## config.mk

```make
export PLATFORM = sky130hd
export DESIGN_NAME = spwm_channel
export DESIGN_NICKNAME = d
export VERILOG_FILES = /design/src/hw/spwm_pkg.sv /design/src/hw/spwm_clkdiv.sv /design/src/hw/spwm_channel.sv
export VERILOG_INCLUDE_DIRS = /design/src /design/src/hw
export SDC_FILE = /design/constraint.sdc
export NUM_CORES = 1
export LEC_CHECK = 0
export BUFFER_PORTS_ARGS = -buffer_cell sky130_fd_sc_hd__buf_4
export CAP_MARGIN = 5
export CORE_MARGIN = 4
export CORE_UTILIZATION = 45
export DETAILED_ROUTE_END_ITERATION = 6
export GPL_TIMING_DRIVEN = 1
export PLACE_DENSITY_LB_ADDON = 0.2
export SLEW_MARGIN = 20
export SYNTH_ARGS = -nofsm -noshare
export SYNTH_HDL_FRONTEND = slang
export SYNTH_SLANG_ARGS = --single-unit
```

## constraint.sdc

```tcl
create_clock -name clk_sys -period 3.3 [get_ports clk_sys]
set_clock_uncertainty 0.05 [all_clocks]
set_input_delay 0.99 -clock clk_sys [delete_from_list [all_inputs] [get_ports clk_sys]]
set_output_delay 0.99 -clock clk_sys [all_outputs]
set_load 0.03 [all_outputs]
```

## src/hw/spwm_map.svh

```systemverilog
// Register offsets, field positions, reset values and ranges of the PWM channel
`ifndef SPWM_MAP_SVH
`define SPWM_MAP_SVH

// Register offsets on the byte-wide register port
`define SPWM_ADDR_CNT_LO     4'h0
`define SPWM_ADDR_CNT_HI     4'h1
`define SPWM_ADDR_DUTY_LO    4'h2
`define SPWM_ADDR_DUTY_HI    4'h3
`define SPWM_ADDR_PER_LO     4'h4
`define SPWM_ADDR_PER_HI     4'h5
`define SPWM_ADDR_CTRL0      4'h6
`define SPWM_ADDR_CTRL1      4'h7
`define SPWM_ADDR_CTRL2      4'h8
`define SPWM_ADDR_CTRL6      4'h9

// Control register 0 fields
`define SPWM_C0_CLKSEL_LSB   0
`define SPWM_C0_CLKSEL_MSB   1
`define SPWM_C0_INTSEL_BIT   2
`define SPWM_C0_POL_BIT      3

// Control register 1 fields
`define SPWM_C1_RUN_BIT      0
`define SPWM_C1_STAT_BIT     1
`define SPWM_C1_ONESHOT_BIT  2

// Control register 2 fields
`define SPWM_C2_STM0_BIT     0
`define SPWM_C2_STM1_BIT     1
`define SPWM_C2_TGE0_BIT     2
`define SPWM_C2_TGE1_BIT     3
`define SPWM_C2_TGSEL_BIT    4

// Control register 6 fields
`define SPWM_C6_CLKSEL_LSB   0
`define SPWM_C6_CLKSEL_MSB   1
`define SPWM_C6_COUPLE_BIT   7

// Reset values
`define SPWM_RST_BYTE        8'h00
`define SPWM_RST_WORD        16'h0000
`define SPWM_RST_PERIOD      16'hffff
`define SPWM_RST_DUTY        16'h0000

// Legal setting ranges
`define SPWM_PERIOD_MIN      16'h0001
`define SPWM_PERIOD_MAX      16'hffff
`define SPWM_DUTY_MAX        16'hfffe

`endif

```

## src/hw/spwm_pkg.sv

```systemverilog
// Types shared by the PWM channel modules
package spwm_pkg;

   typedef logic [7:0]  spwm_byte_t;
   typedef logic [3:0]  spwm_addr_t;
   typedef logic [15:0] spwm_word_t;

   // External start/stop/clear operating modes
   typedef enum logic [1:0] {
      SPWM_TRIG_SOFT,
      SPWM_TRIG_LEVEL,
      SPWM_TRIG_EDGE,
      SPWM_TRIG_CLEAR
   } spwm_trig_e;

endpackage

```

## src/hw/spwm_clkdiv.sv

```systemverilog
// Prescaler that makes the falling-edge enable of the count clock
`timescale 1ns/1ps
module spwm_clkdiv #(
   parameter int DIV_W = 15
) (
   // Clock and reset
   input  wire logic             clk_sys,
   input  wire logic             reset_n,
   // Division select, divides by two to the power of sel
   input  wire logic [3:0]       div_sel,
   // One-cycle pulse at each falling edge of the count clock
   output logic                  fall_tick
);
   logic [DIV_W-1:0] pre_reg;
   wire  [DIV_W-1:0] pre_mask;

   if (DIV_W < 15)
      $error("spwm_clkdiv: DIV_W must be at least 15");

   // Mask of low bits that must all be ones for a tick
   assign pre_mask  = DIV_W'((32'h1 << div_sel) - 32'h1);
   assign fall_tick = ((pre_reg & pre_mask) == pre_mask);

   // Free-running prescale counter
   always_ff @(posedge clk_sys) begin
      if (!reset_n)
         pre_reg <= '0;
      else
         pre_reg <= pre_reg + DIV_W'(1);
   end
endmodule

```

## src/hw/spwm_channel.sv

```systemverilog
// Single independent PWM channel with repeat and one-shot operation
//
// The implementer's own choices: the placing of the registers and the plain strobed port.
`timescale 1ns/1ps
`include "spwm_map.svh"
module spwm_channel (
   // Clock and reset
   input  wire logic                clk_sys,
   input  wire logic                reset_n,
   // Register port
   input  wire spwm_pkg::spwm_addr_t reg_addr,
   input  wire spwm_pkg::spwm_byte_t reg_wdata,
   input  wire logic                reg_wr,
   input  wire logic                reg_rd,
   output spwm_pkg::spwm_byte_t     reg_rdata,
   // External trigger pins
   input  wire logic                ext_trig_pin_0,
   input  wire logic                ext_trig_pin_1,
   // PWM output and channel event
   output logic                     pwm_out,
   output logic                     channel_interrupt
);
   import spwm_pkg::*;

   // Software-visible registers
   spwm_word_t duty_reg;
   spwm_word_t period_reg;
   spwm_byte_t control_reg_0;
   spwm_byte_t control_reg_2;
   spwm_byte_t control_reg_6;
   logic       run_request;
   logic       oneshot_select;
   // Channel state
   spwm_word_t counter_reg;
   spwm_word_t duty_buffer;
   spwm_word_t period_buffer;
   logic       running_status;
   logic       output_flag;
   logic       irq_reg;
   spwm_byte_t rdata_reg;
   // Trigger synchronisers and edge history
   logic [1:0] trig_meta_reg;
   logic [1:0] trig_sync_reg;
   logic       trig_prev_reg;

   // One-hot flag of the register that an address names
   function automatic logic [9:0] reg_sel(input spwm_addr_t a);
      logic [9:0] s;
      s = 10'h000;
      if (a == `SPWM_ADDR_CNT_LO)
         s = 10'h001;
      else if (a == `SPWM_ADDR_CNT_HI)
         s = 10'h002;
      else if (a == `SPWM_ADDR_DUTY_LO)
         s = 10'h004;
      else if (a == `SPWM_ADDR_DUTY_HI)
         s = 10'h008;
      else if (a == `SPWM_ADDR_PER_LO)
         s = 10'h010;
      else if (a == `SPWM_ADDR_PER_HI)
         s = 10'h020;
      else if (a == `SPWM_ADDR_CTRL0)
         s = 10'h040;
      else if (a == `SPWM_ADDR_CTRL1)
         s = 10'h080;
      else if (a == `SPWM_ADDR_CTRL2)
         s = 10'h100;
      else if (a == `SPWM_ADDR_CTRL6)
         s = 10'h200;
      // Unmapped addresses select nothing, so writes there are ignored
      reg_sel = s;
   endfunction

   // Write decode shares the address select with the read multiplexer
   wire [9:0] addr_sel = reg_sel(reg_addr);
   wire wr_cnt    = reg_wr && (addr_sel[0] || addr_sel[1]);
   wire wr_duty_l = reg_wr && addr_sel[2];
   wire wr_duty_h = reg_wr && addr_sel[3];
   wire wr_per_l  = reg_wr && addr_sel[4];
   wire wr_per_h  = reg_wr && addr_sel[5];
   wire wr_c0     = reg_wr && addr_sel[6];
   wire wr_c1     = reg_wr && addr_sel[7];
   wire wr_c2     = reg_wr && addr_sel[8];
   wire wr_c6     = reg_wr && addr_sel[9];

   // Count clock select spans both control registers
   wire [3:0] clk_sel = {control_reg_6[`SPWM_C6_CLKSEL_MSB:
                                       `SPWM_C6_CLKSEL_LSB],
                         control_reg_0[`SPWM_C0_CLKSEL_MSB:
                                       `SPWM_C0_CLKSEL_LSB]};
   // Count enable at each falling edge of the selected clock
   wire       cnt_tick;

   spwm_clkdiv #(
      .DIV_W   (15)
   ) u_div (
      .clk_sys   (clk_sys),
      .reset_n   (reset_n),
      .div_sel   (clk_sel),
      .fall_tick (cnt_tick)
   );

   // Control field decode
   wire int_on_duty = control_reg_0[`SPWM_C0_INTSEL_BIT];
   wire pol_invert  = control_reg_0[`SPWM_C0_POL_BIT];
   wire pair_couple_select = control_reg_6[`SPWM_C6_COUPLE_BIT];
   wire ext_trig_mode_lo = control_reg_2[`SPWM_C2_STM0_BIT];
   wire ext_trig_mode_hi = control_reg_2[`SPWM_C2_STM1_BIT];
   wire trig_edge_sel_0  = control_reg_2[`SPWM_C2_TGE0_BIT];
   wire trig_edge_sel_1  = control_reg_2[`SPWM_C2_TGE1_BIT];
   wire trig_pin_select  = control_reg_2[`SPWM_C2_TGSEL_BIT];
   wire spwm_trig_e trig_mode =
      spwm_trig_e'({ext_trig_mode_hi, ext_trig_mode_lo});

   // Selected trigger level and its edges
   wire trig_lvl  = trig_pin_select ? trig_sync_reg[1] : trig_sync_reg[0];
   wire trig_rise = trig_lvl && !trig_prev_reg;
   wire trig_fall = !trig_lvl && trig_prev_reg;
   wire tge_01    = !trig_edge_sel_1 && trig_edge_sel_0;
   wire tge_10    = trig_edge_sel_1 && !trig_edge_sel_0;

   // External start, stop/clear and clear events per mode
   wire lvl_mode  = (trig_mode == SPWM_TRIG_LEVEL);
   wire edge_mode = (trig_mode == SPWM_TRIG_EDGE);
   wire clr_mode  = (trig_mode == SPWM_TRIG_CLEAR);
   wire ext_start = (lvl_mode  && tge_01 && trig_lvl && !run_request) ||
                    (lvl_mode  && tge_10 && !trig_lvl && !run_request) ||
                    (edge_mode && tge_01 && trig_rise) ||
                    (edge_mode && tge_10 && trig_fall);
   wire ext_stop  = (lvl_mode  && tge_01 && !trig_lvl && run_request) ||
                    (lvl_mode  && tge_10 && trig_lvl && run_request) ||
                    (edge_mode && tge_01 && trig_fall) ||
                    (edge_mode && tge_10 && trig_rise);
   wire ext_clear = clr_mode && ((trig_edge_sel_0 && trig_fall) ||
                                 (trig_edge_sel_1 && trig_rise));
   // Edge mode with both or neither trigger bit keeps the channel idle
   wire pwm_block = edge_mode && (trig_edge_sel_0 == trig_edge_sel_1);

   // Match detection against the active buffers
   wire duty_hit   = (counter_reg == duty_buffer);
   wire period_hit = (counter_reg == period_buffer);
   wire tick_ok    = cnt_tick && !pwm_block;
   wire step       = tick_ok && running_status;
   wire wrap       = step && period_hit;
   wire cnt_clear  = wr_cnt || ext_stop || ext_clear;

   // Run bit: software set wins over hardware clear
   wire sw_run_set = wr_c1 && reg_wdata[`SPWM_C1_RUN_BIT];
   wire sw_run_clr = wr_c1 && !reg_wdata[`SPWM_C1_RUN_BIT];
   wire hw_run_clr = (wrap && oneshot_select) || ext_stop;
   wire run_next   = sw_run_set || ext_start ||
                     (run_request && !sw_run_clr && !hw_run_clr);

   // Status: first tick after run raises it, tick after clear drops it
   wire status_next = tick_ok ?
                      (running_status ? (run_request && !hw_run_clr)
                                      : run_request)
                      : (running_status && !(wrap && oneshot_select));

   // Counter next value
   wire spwm_word_t counter_next =
      cnt_clear ? `SPWM_RST_WORD :
      wrap      ? `SPWM_RST_WORD :
      step      ? counter_reg + 16'h0001 :
                  counter_reg;

   // Output flag next value
   wire flag_next = cnt_clear       ? 1'b1 :
                    wrap            ? 1'b1 :
                    step && duty_hit ? 1'b0 :
                                      output_flag;

   // Write data assembled into sixteen-bit registers
   wire spwm_word_t duty_wr_val =
      wr_duty_l ? {duty_reg[15:8], reg_wdata} :
      wr_duty_h ? {reg_wdata, duty_reg[7:0]} : duty_reg;
   wire spwm_word_t per_wr_val =
      wr_per_l ? {period_reg[15:8], reg_wdata} :
      wr_per_h ? {reg_wdata, period_reg[7:0]} : period_reg;
   // Buffers track writes only while the counter is idle
   wire stopped = !running_status;

   // Buffers load on wrap or follow writes while the channel is stopped
   wire spwm_word_t duty_buf_next =
      wrap ? duty_reg :
      (stopped && (wr_duty_l || wr_duty_h)) ? duty_wr_val :
      duty_buffer;
   wire spwm_word_t per_buf_next =
      wrap ? period_reg :
      (stopped && (wr_per_l || wr_per_h)) ? per_wr_val :
      period_buffer;

   // Interrupt on the selected match while counting
   wire irq_next = int_on_duty ? (step && duty_hit)
                               : wrap;

   // Read data multiplexer
   wire spwm_byte_t ctrl1_rd = {5'h00, oneshot_select, running_status,
                                run_request};
   wire spwm_byte_t rd_mux =
      addr_sel[0] ? counter_reg[7:0]  :
      addr_sel[1] ? counter_reg[15:8] :
      addr_sel[2] ? duty_reg[7:0]     :
      addr_sel[3] ? duty_reg[15:8]    :
      addr_sel[4] ? period_reg[7:0]   :
      addr_sel[5] ? period_reg[15:8]  :
      addr_sel[6] ? control_reg_0     :
      addr_sel[7] ? ctrl1_rd          :
      addr_sel[8] ? control_reg_2     :
      addr_sel[9] ? control_reg_6     :
                    `SPWM_RST_BYTE;

   // Pin synchronisers: first stage feeds only the second
   always_ff @(posedge clk_sys) begin
      if (!reset_n) begin
         trig_meta_reg <= 2'h0;
         trig_sync_reg <= 2'h0;
         trig_prev_reg <= 1'b0;
      end else begin
         trig_meta_reg <= {ext_trig_pin_1, ext_trig_pin_0};
         trig_sync_reg <= trig_meta_reg;
         trig_prev_reg <= trig_lvl;
      end
   end

   // Software configuration registers
   always_ff @(posedge clk_sys) begin
      if (!reset_n) begin
         duty_reg       <= `SPWM_RST_DUTY;
         period_reg     <= `SPWM_RST_PERIOD;
         control_reg_0  <= `SPWM_RST_BYTE;
         control_reg_2  <= `SPWM_RST_BYTE;
         control_reg_6  <= `SPWM_RST_BYTE;
         oneshot_select <= 1'b0;
      end else begin
         duty_reg   <= duty_wr_val;
         period_reg <= per_wr_val;
         if (wr_c0)
            control_reg_0 <= reg_wdata;
         if (wr_c2)
            control_reg_2 <= reg_wdata;
         if (wr_c6)
            control_reg_6 <= reg_wdata;
         if (wr_c1)
            oneshot_select <= reg_wdata[`SPWM_C1_ONESHOT_BIT];
      end
   end

   // Counter, buffers and run control
   always_ff @(posedge clk_sys) begin
      if (!reset_n) begin
         counter_reg    <= `SPWM_RST_WORD;
         duty_buffer    <= `SPWM_RST_DUTY;
         period_buffer  <= `SPWM_RST_PERIOD;
         run_request    <= 1'b0;
         running_status <= 1'b0;
         output_flag    <= 1'b0;
      end else begin
         counter_reg    <= counter_next;
         duty_buffer    <= duty_buf_next;
         period_buffer  <= per_buf_next;
         run_request    <= run_next;
         running_status <= status_next;
         output_flag    <= flag_next;
      end
   end

   // Output pin, interrupt pulse and read data
   always_ff @(posedge clk_sys) begin
      if (!reset_n) begin
         pwm_out   <= 1'b0;
         irq_reg   <= 1'b0;
         rdata_reg <= `SPWM_RST_BYTE;
      end else begin
         pwm_out   <= flag_next ^ pol_invert;
         irq_reg   <= irq_next;
         rdata_reg <= reg_rd ? rd_mux : `SPWM_RST_BYTE;
      end
   end

   assign channel_interrupt = irq_reg;
   assign reg_rdata         = rdata_reg;

   // Coupled operation is not built; the bit only reads back
   wire unused_couple = pair_couple_select;
endmodule

```

* Word-level counts from Yosys, hierarchy flattened
Index checks and enable logic that the tools add are counted.
W data, S select, Z words.
** Cells by class
- $add $sub $neg :: 3
- Eq/ne operators :: 16
- Shifts and indexed selects :: 1
- Mux-type cells :: 35
- Bitwise gates (word level) :: 3
- Reductions and logical operators :: 77
** Operators with widths (count)
- $mux W16 :: 8
- $mux W10 :: 10
- $mux W8 :: 10
- $logic_and A1 B1 Y1 :: 46
- $eq A16 B16 Y1 :: 2
- $add A16 B1 Y16 const B :: 1
- $eq A4 B3 Y1 const B :: 4
- $add A15 B1 Y15 const B :: 1
- $and A15 B15 Y15 :: 1
- $eq A15 B15 Y1 :: 1
- $logic_or A1 B1 Y1 :: 15
- $shl A1 B4 Y15 const A :: 1
- $sub A15 B1 Y15 const B :: 1
- $logic_not A1 Y1 :: 11
- $eq A4 B2 Y1 const B :: 2
- $eq A4 B4 Y1 const B :: 2
- $mux W1 :: 7
- $eq A2 B2 Y1 const B :: 2
- $eq A4 B1 Y1 const B :: 1
- $logic_not A4 Y1 :: 1
- $reduce_bool A2 Y1 :: 2
- $reduce_or A3 Y1 :: 1
- $eq A2 B1 Y1 const B :: 1
- $reduce_and A2 Y1 :: 1
- 3 further kinds :: 3
** Storage, ports and cells
- Register bits after elaboration :: 138
- Output and inout bits :: 10
- Word-level logic and storage cells :: 154

* Depth between registers and ports, before layout
- Depth in word-level cells :: 21
- Mapped depth :: 13
- Gate-level depth less buffers :: 10

* Modules after synthesis
Synthesis repeated with hierarchy kept, for this count alone.
** Second synthesis, totals
- Cell total of the unflattened synthesis :: 792
- Area total of the unflattened synthesis :: 6981.7 sq um
** Modules (own cells, without submodules)
- spwm_channel :: times used 1, cells each 685, area each 6065.8 sq um, sequential area each 2462.4 sq um
- spwm_clkdiv :: times used 1, cells each 107, area each 915.9 sq um, sequential area each 300.3 sq um

* Worst setup path after synthesis
Ideal clock, no wire load.
- Kind :: input port to flip-flop
- Start point :: input port reg_addr[2]
- End point :: register duty_buffer[7]
- Data arrival time :: 2.869 ns
- Data required time :: 3.131 ns
- Path slack :: 0.262 ns
- Cell stages on the path :: 8
- Path buffers :: 3
- Cells stage by stage :: clkbuf_1 nor2_2 nand3_1 clkbuf_1 a21oi_1 clkbuf_1 a21oi_1 o221a_2
** Between the ends
- Word-level cells in the longest chain between the ends :: 14
** Ends and longest elaborated chain
- start: declaration :: line spwm_channel.sv:11 : input wire spwm_pkg::spwm_addr_t reg_addr,
- $eq A4 B4 Y1 (no line)
- $mux W10 :: line spwm_channel.sv:66 : else if (a == `SPWM_ADDR_CTRL2)
- $mux W10 :: line spwm_channel.sv:64 : else if (a == `SPWM_ADDR_CTRL1)
- $mux W10 :: line spwm_channel.sv:62 : else if (a == `SPWM_ADDR_CTRL0)
- $mux W10 :: line spwm_channel.sv:60 : else if (a == `SPWM_ADDR_PER_HI)
- $mux W10 :: line spwm_channel.sv:58 : else if (a == `SPWM_ADDR_PER_LO)
- $mux W10 :: line spwm_channel.sv:56 : else if (a == `SPWM_ADDR_DUTY_HI)
- $mux W10 :: line spwm_channel.sv:54 : else if (a == `SPWM_ADDR_DUTY_LO)
- $mux W10 :: line spwm_channel.sv:52 : else if (a == `SPWM_ADDR_CNT_HI)
- $mux W10 * :: line spwm_channel.sv:50 : if (a == `SPWM_ADDR_CNT_LO)
- $logic_and A1 B1 Y1, on equally long branches :: line spwm_channel.sv:77, spwm_channel.sv:78
- $mux W16 / $logic_or A1 B1 Y1 (equally long branches) :: line spwm_channel.sv:175, spwm_channel.sv:186
- $mux W16 / $logic_and A1 B1 Y1 (equally long branches) :: line spwm_channel.sv:186 : (stopped && (wr_duty_l || wr_duty_h)) ? duty_wr_val :
- $mux W16 / $reduce_bool A2 Y1 (equally long branches)
- end signal: assignment :: line spwm_channel.sv:253 : duty_buffer <= `SPWM_RST_DUTY;
- end signal: assignment :: line spwm_channel.sv:260 : duty_buffer <= duty_buf_next;
- end: declaration :: line spwm_channel.sv:35 : spwm_word_t duty_buffer;
Every way passes the cells marked *; elsewhere a longest branch is shown, timed or not. The select of a mux whose other input is x is not followed.
A chain may end at the register's enable or synchronous reset.

* Worst setup path after layout
- Start point :: register control_reg_6[0]
- End point :: register pwm_out
** Between the ends
- Word-level cells in the longest chain between the ends :: 11
** Ends and longest elaborated chain
- start: declaration :: line spwm_channel.sv:30 : spwm_byte_t control_reg_6;
- start signal: assignment :: line spwm_channel.sv:233 : control_reg_6 <= `SPWM_RST_BYTE;
- start signal: assignment :: line spwm_channel.sv:243 : control_reg_6 <= reg_wdata;
- $shl A1 B4 Y15 * :: line spwm_clkdiv.sv:21 : assign pre_mask = DIV_W'((32'h1 << div_sel) - 32'h1);
- $sub A15 B1 Y15 * :: line spwm_clkdiv.sv:21
- $and A15 B15 Y15 :: line spwm_clkdiv.sv:22 : assign fall_tick = ((pre_reg & pre_mask) == pre_mask);
- $eq A15 B15 Y1 * :: line spwm_clkdiv.sv:22
- $logic_and A1 B1 Y1 * :: line spwm_channel.sv:142 : wire tick_ok = cnt_tick && !pwm_block;
- $logic_and A1 B1 Y1 * :: line spwm_channel.sv:143 : wire step = tick_ok && running_status;
- $logic_and A1 B1 Y1 :: line spwm_channel.sv:170 : step && duty_hit ? 1'b0 :
- $mux W1 :: line spwm_channel.sv:170
- $mux W1 * :: line spwm_channel.sv:169 : wrap ? 1'b1 :
- $mux W1 * :: line spwm_channel.sv:168 : wire flag_next = cnt_clear ? 1'b1 :
- $xor A1 B1 Y1 * :: line spwm_channel.sv:275 : pwm_out <= flag_next ^ pol_invert;
- end signal: assignment :: line spwm_channel.sv:275
- end: declaration :: line spwm_channel.sv:20 : output logic pwm_out,
Every way passes the cells marked *; elsewhere a longest branch is shown, timed or not.

==> flow_summary.yaml <==
run_status:
  outcome: "complete, no violations"
worst_setup_path:
  start_kind: "register"
  crit_arrival_ps: 3340
  crit_fanout: 9
  worstSetupEndpointType: "register"
  critPathKind: "register to register"
  critical_path_required_ps: 3590
cells_and_area:
  finalNonFillerCells: 1055
  layout-drive-gt1-share: 0.154
  nNetsFinal: 852
  area_growth_syn_to_layout_pct: 14.2
  diodes: 0
drt:
  wl_mm: 20.8
  vias: 6243
  drt-wirelength-per-cell_um: 19.7
  drc: 0
  antenna_left: 0
  dr.pass1.iters: 6
  via_per_inst: 5.92
  dr.first_iter.drc_count: 493
global_routing:
  grt_pass1_wl_mm: 33.0
  grt.met2_usage: 0.367
  grt_max_degree: 52
  grt_overflow: 0
  track_usage: 0.231
  busiest_layer: "met2"
  globalRouteMet3Util: 0.0440
  met1_usage: 0.319
  antenna_found_initial: 0
  grt_pass1_vias: 6011
hold_path:
  worstHoldPathType: "register to register"
placed_design:
  port_buffers: 27
  gp_congestion: 0.857
  placed_cells: 1025
  hpwl_mm: 14.9
synthesis:
  syn_inst: 815
  yosys-top-cells-count: "dfxtp_1, nand2_1, mux2i_1, clkbuf_1, nor2b_1"
  synth_seq_cells: 138
  yosys.area.top_type: "dfxtp_1"
  ys_warn_count: 0
  async_flop_share: 0
  synth.top_cell.area_share: 0.383
  synth_ff_type: "dfxtp_1"
  synth.distinct_cells: 62
  avgSynthCellArea_um2: 8.86
  synth-edff-count: 0
  syn_area_um2: 7220
  synth_area_leaders: "dfxtp_1, mux2i_1, nor2b_1, xnor2_1, nand2_1"
  ys_seq_area_frac: 0.383
  synth_nets: 838
  yosysMostFrequentCell: "dfxtp_1"
sta:
  fmax_ghz: 0.329
  slew_headroom: 0.550
  timing.final.hold_violations: 0
  period_share: 0.922
  worst_pin_slew_ps: 673
  period_minus_slack_ps: 3040
  rsz0062_at_grt: "false"
  finalSetupViolCount: 0
  report.final.slew_viol_count: 0
  setup_tns_ps: 0
power:
  p_per_area_nw_per_um2: 456
  p_sw_w: 0.000877
  power.leakage_nw: 3.09
  p_total_w: 0.00376
  p_clk_frac: 0.450
  comb_power_share: 0.090
  swShare: 0.233
  p_int_w: 0.00288
  peakVddDrop_v: 0.000366
  pwr-share-seq: 0.460
clocking:
  clkSinkCount: 138
  tritoncts: "yes"
  insertion_delay_ps: 410
  clk_pin_slew_ps: 50
  numCtsBuffers: 17
  ctsHoldBuffers: 0
  htree_num_levels: 4
  cts_buffer_depth: 2
  root_buffer: "clkbuf_16"
floorplanning:
  die-area_um2: 18100
  initial_utilization: 0.456
  coreArea_um2: 15800
  io_pins: 28
  fp.dieH_um: 135
  rows: 46
  die_w_um: 135
job:
  max_cap_viol_count: 0
-- path summary, 6_finish.rpt --
kind,startpoint,to,slack (ps),cells after the start
min reg2reg,trig_meta_reg[1],trig_sync_reg[1],390,1
max reg2reg,control_reg_6[0],pwm_out,260,11
max,control_reg_6[0],pwm_out,260,11
min,trig_meta_reg[1],trig_sync_reg[1],390,1
-- kinds of logic after synthesis --
| group | Yosys count | synth area share |
|---|---|---|
| mux | 69 | 0.0969 |
| simple gates | 275 | 0.208 |
| flops | 138 | 0.383 |
| compound gates | 197 | 0.197 |
| xor+xnor | 47 | 0.0570 |
| fa+ha+maj | 5 | 0.00867 |
| buf+inv | 84 | 0.0494 |
-- per-layer routing --
metal  part of all wire  wire, µm
met3              0.047       975
met5                  0         0
met1               0.46      9530
met2               0.47      9840
met4              0.023       483
-- critical path, stage by stage (launching register included) --
cell	delay, ps
dfxtp_1	310
nor2_1	190
nand3b_1	100
ha_1	290
or3_1	330
a211o_1	290
o2111ai_1	80
and4bb_4	230
buf_4	150
nor4bb_4	200
a211oi_1	500
mux2i_1	240
-- placed cells by master, fill, tap and decap left out, drive strengths merged, types with 5 or more instances in the layout --
cell    netlist  layout
or4          10      10
a21boi       11      11
o31ai        14      14
ha            5       5
nor4          6       6
o22a          8       8
and2         22      22
nand4        13      13
or3           9       9
dfxtp       138     138
o21ai        34      34
xor2         19      19
o22ai         9       9
nor2b        47      47
nand3        18      18
a21oi        48      48
mux2i        62      62
nor3b         5       5
nand2        64      64
a221o        18      18
xnor2        28      28
buf          17      67
o221a        16      16
inv          11      11
mux2          7       7
a22oi         8       8
a31oi         5       5
clkbuf       55      25
nand2b       10      10
nor2         47      47
-- final cells by class --
type	count	area (µm²)
repair buffers	67	528
inverters	12	45.0
fillers	1484	7580
well taps	216	270
flip-flops and latches	138	2760
clock inverters	4	45.0
multi-input cells	593	4130
clock buffers	25	465
-- through the flow --
step	util	area, µm²	setup WS (ps)	hold WS (ps)
CTS	0.520	8230	207	390
floorplan	-	7220	262	362
detailed placement	0.487	7710	2.01	375
finish	0.521	8250	257	386
global placement	0.487	7710	112	373
global route	0.521	8250	78.2	403
-- power groups by stage --
stage | sequential, W | clock (W) | combinational, W
floorplan | 0.00176 | 0 | 0.000222
global route | 0.00173 | 0.00179 | 0.000364
finish | 0.00173 | 0.00169 | 0.000339
detailed placement | 0.00176 | 0 | 0.000331
CTS | 0.00173 | 0.00172 | 0.000332
global placement | 0.00176 | 0 | 0.000323
-- repair_timing --
item                                    in CTS  in global routing
endpoints found under the setup margin       5                 12
pin swaps                                    0                  1
resized for setup                            1                  2
setup buffers                                0                  1
endpoints found under the hold margin        0                  0
No activity file was read; power rests on OpenSTA's default activity.
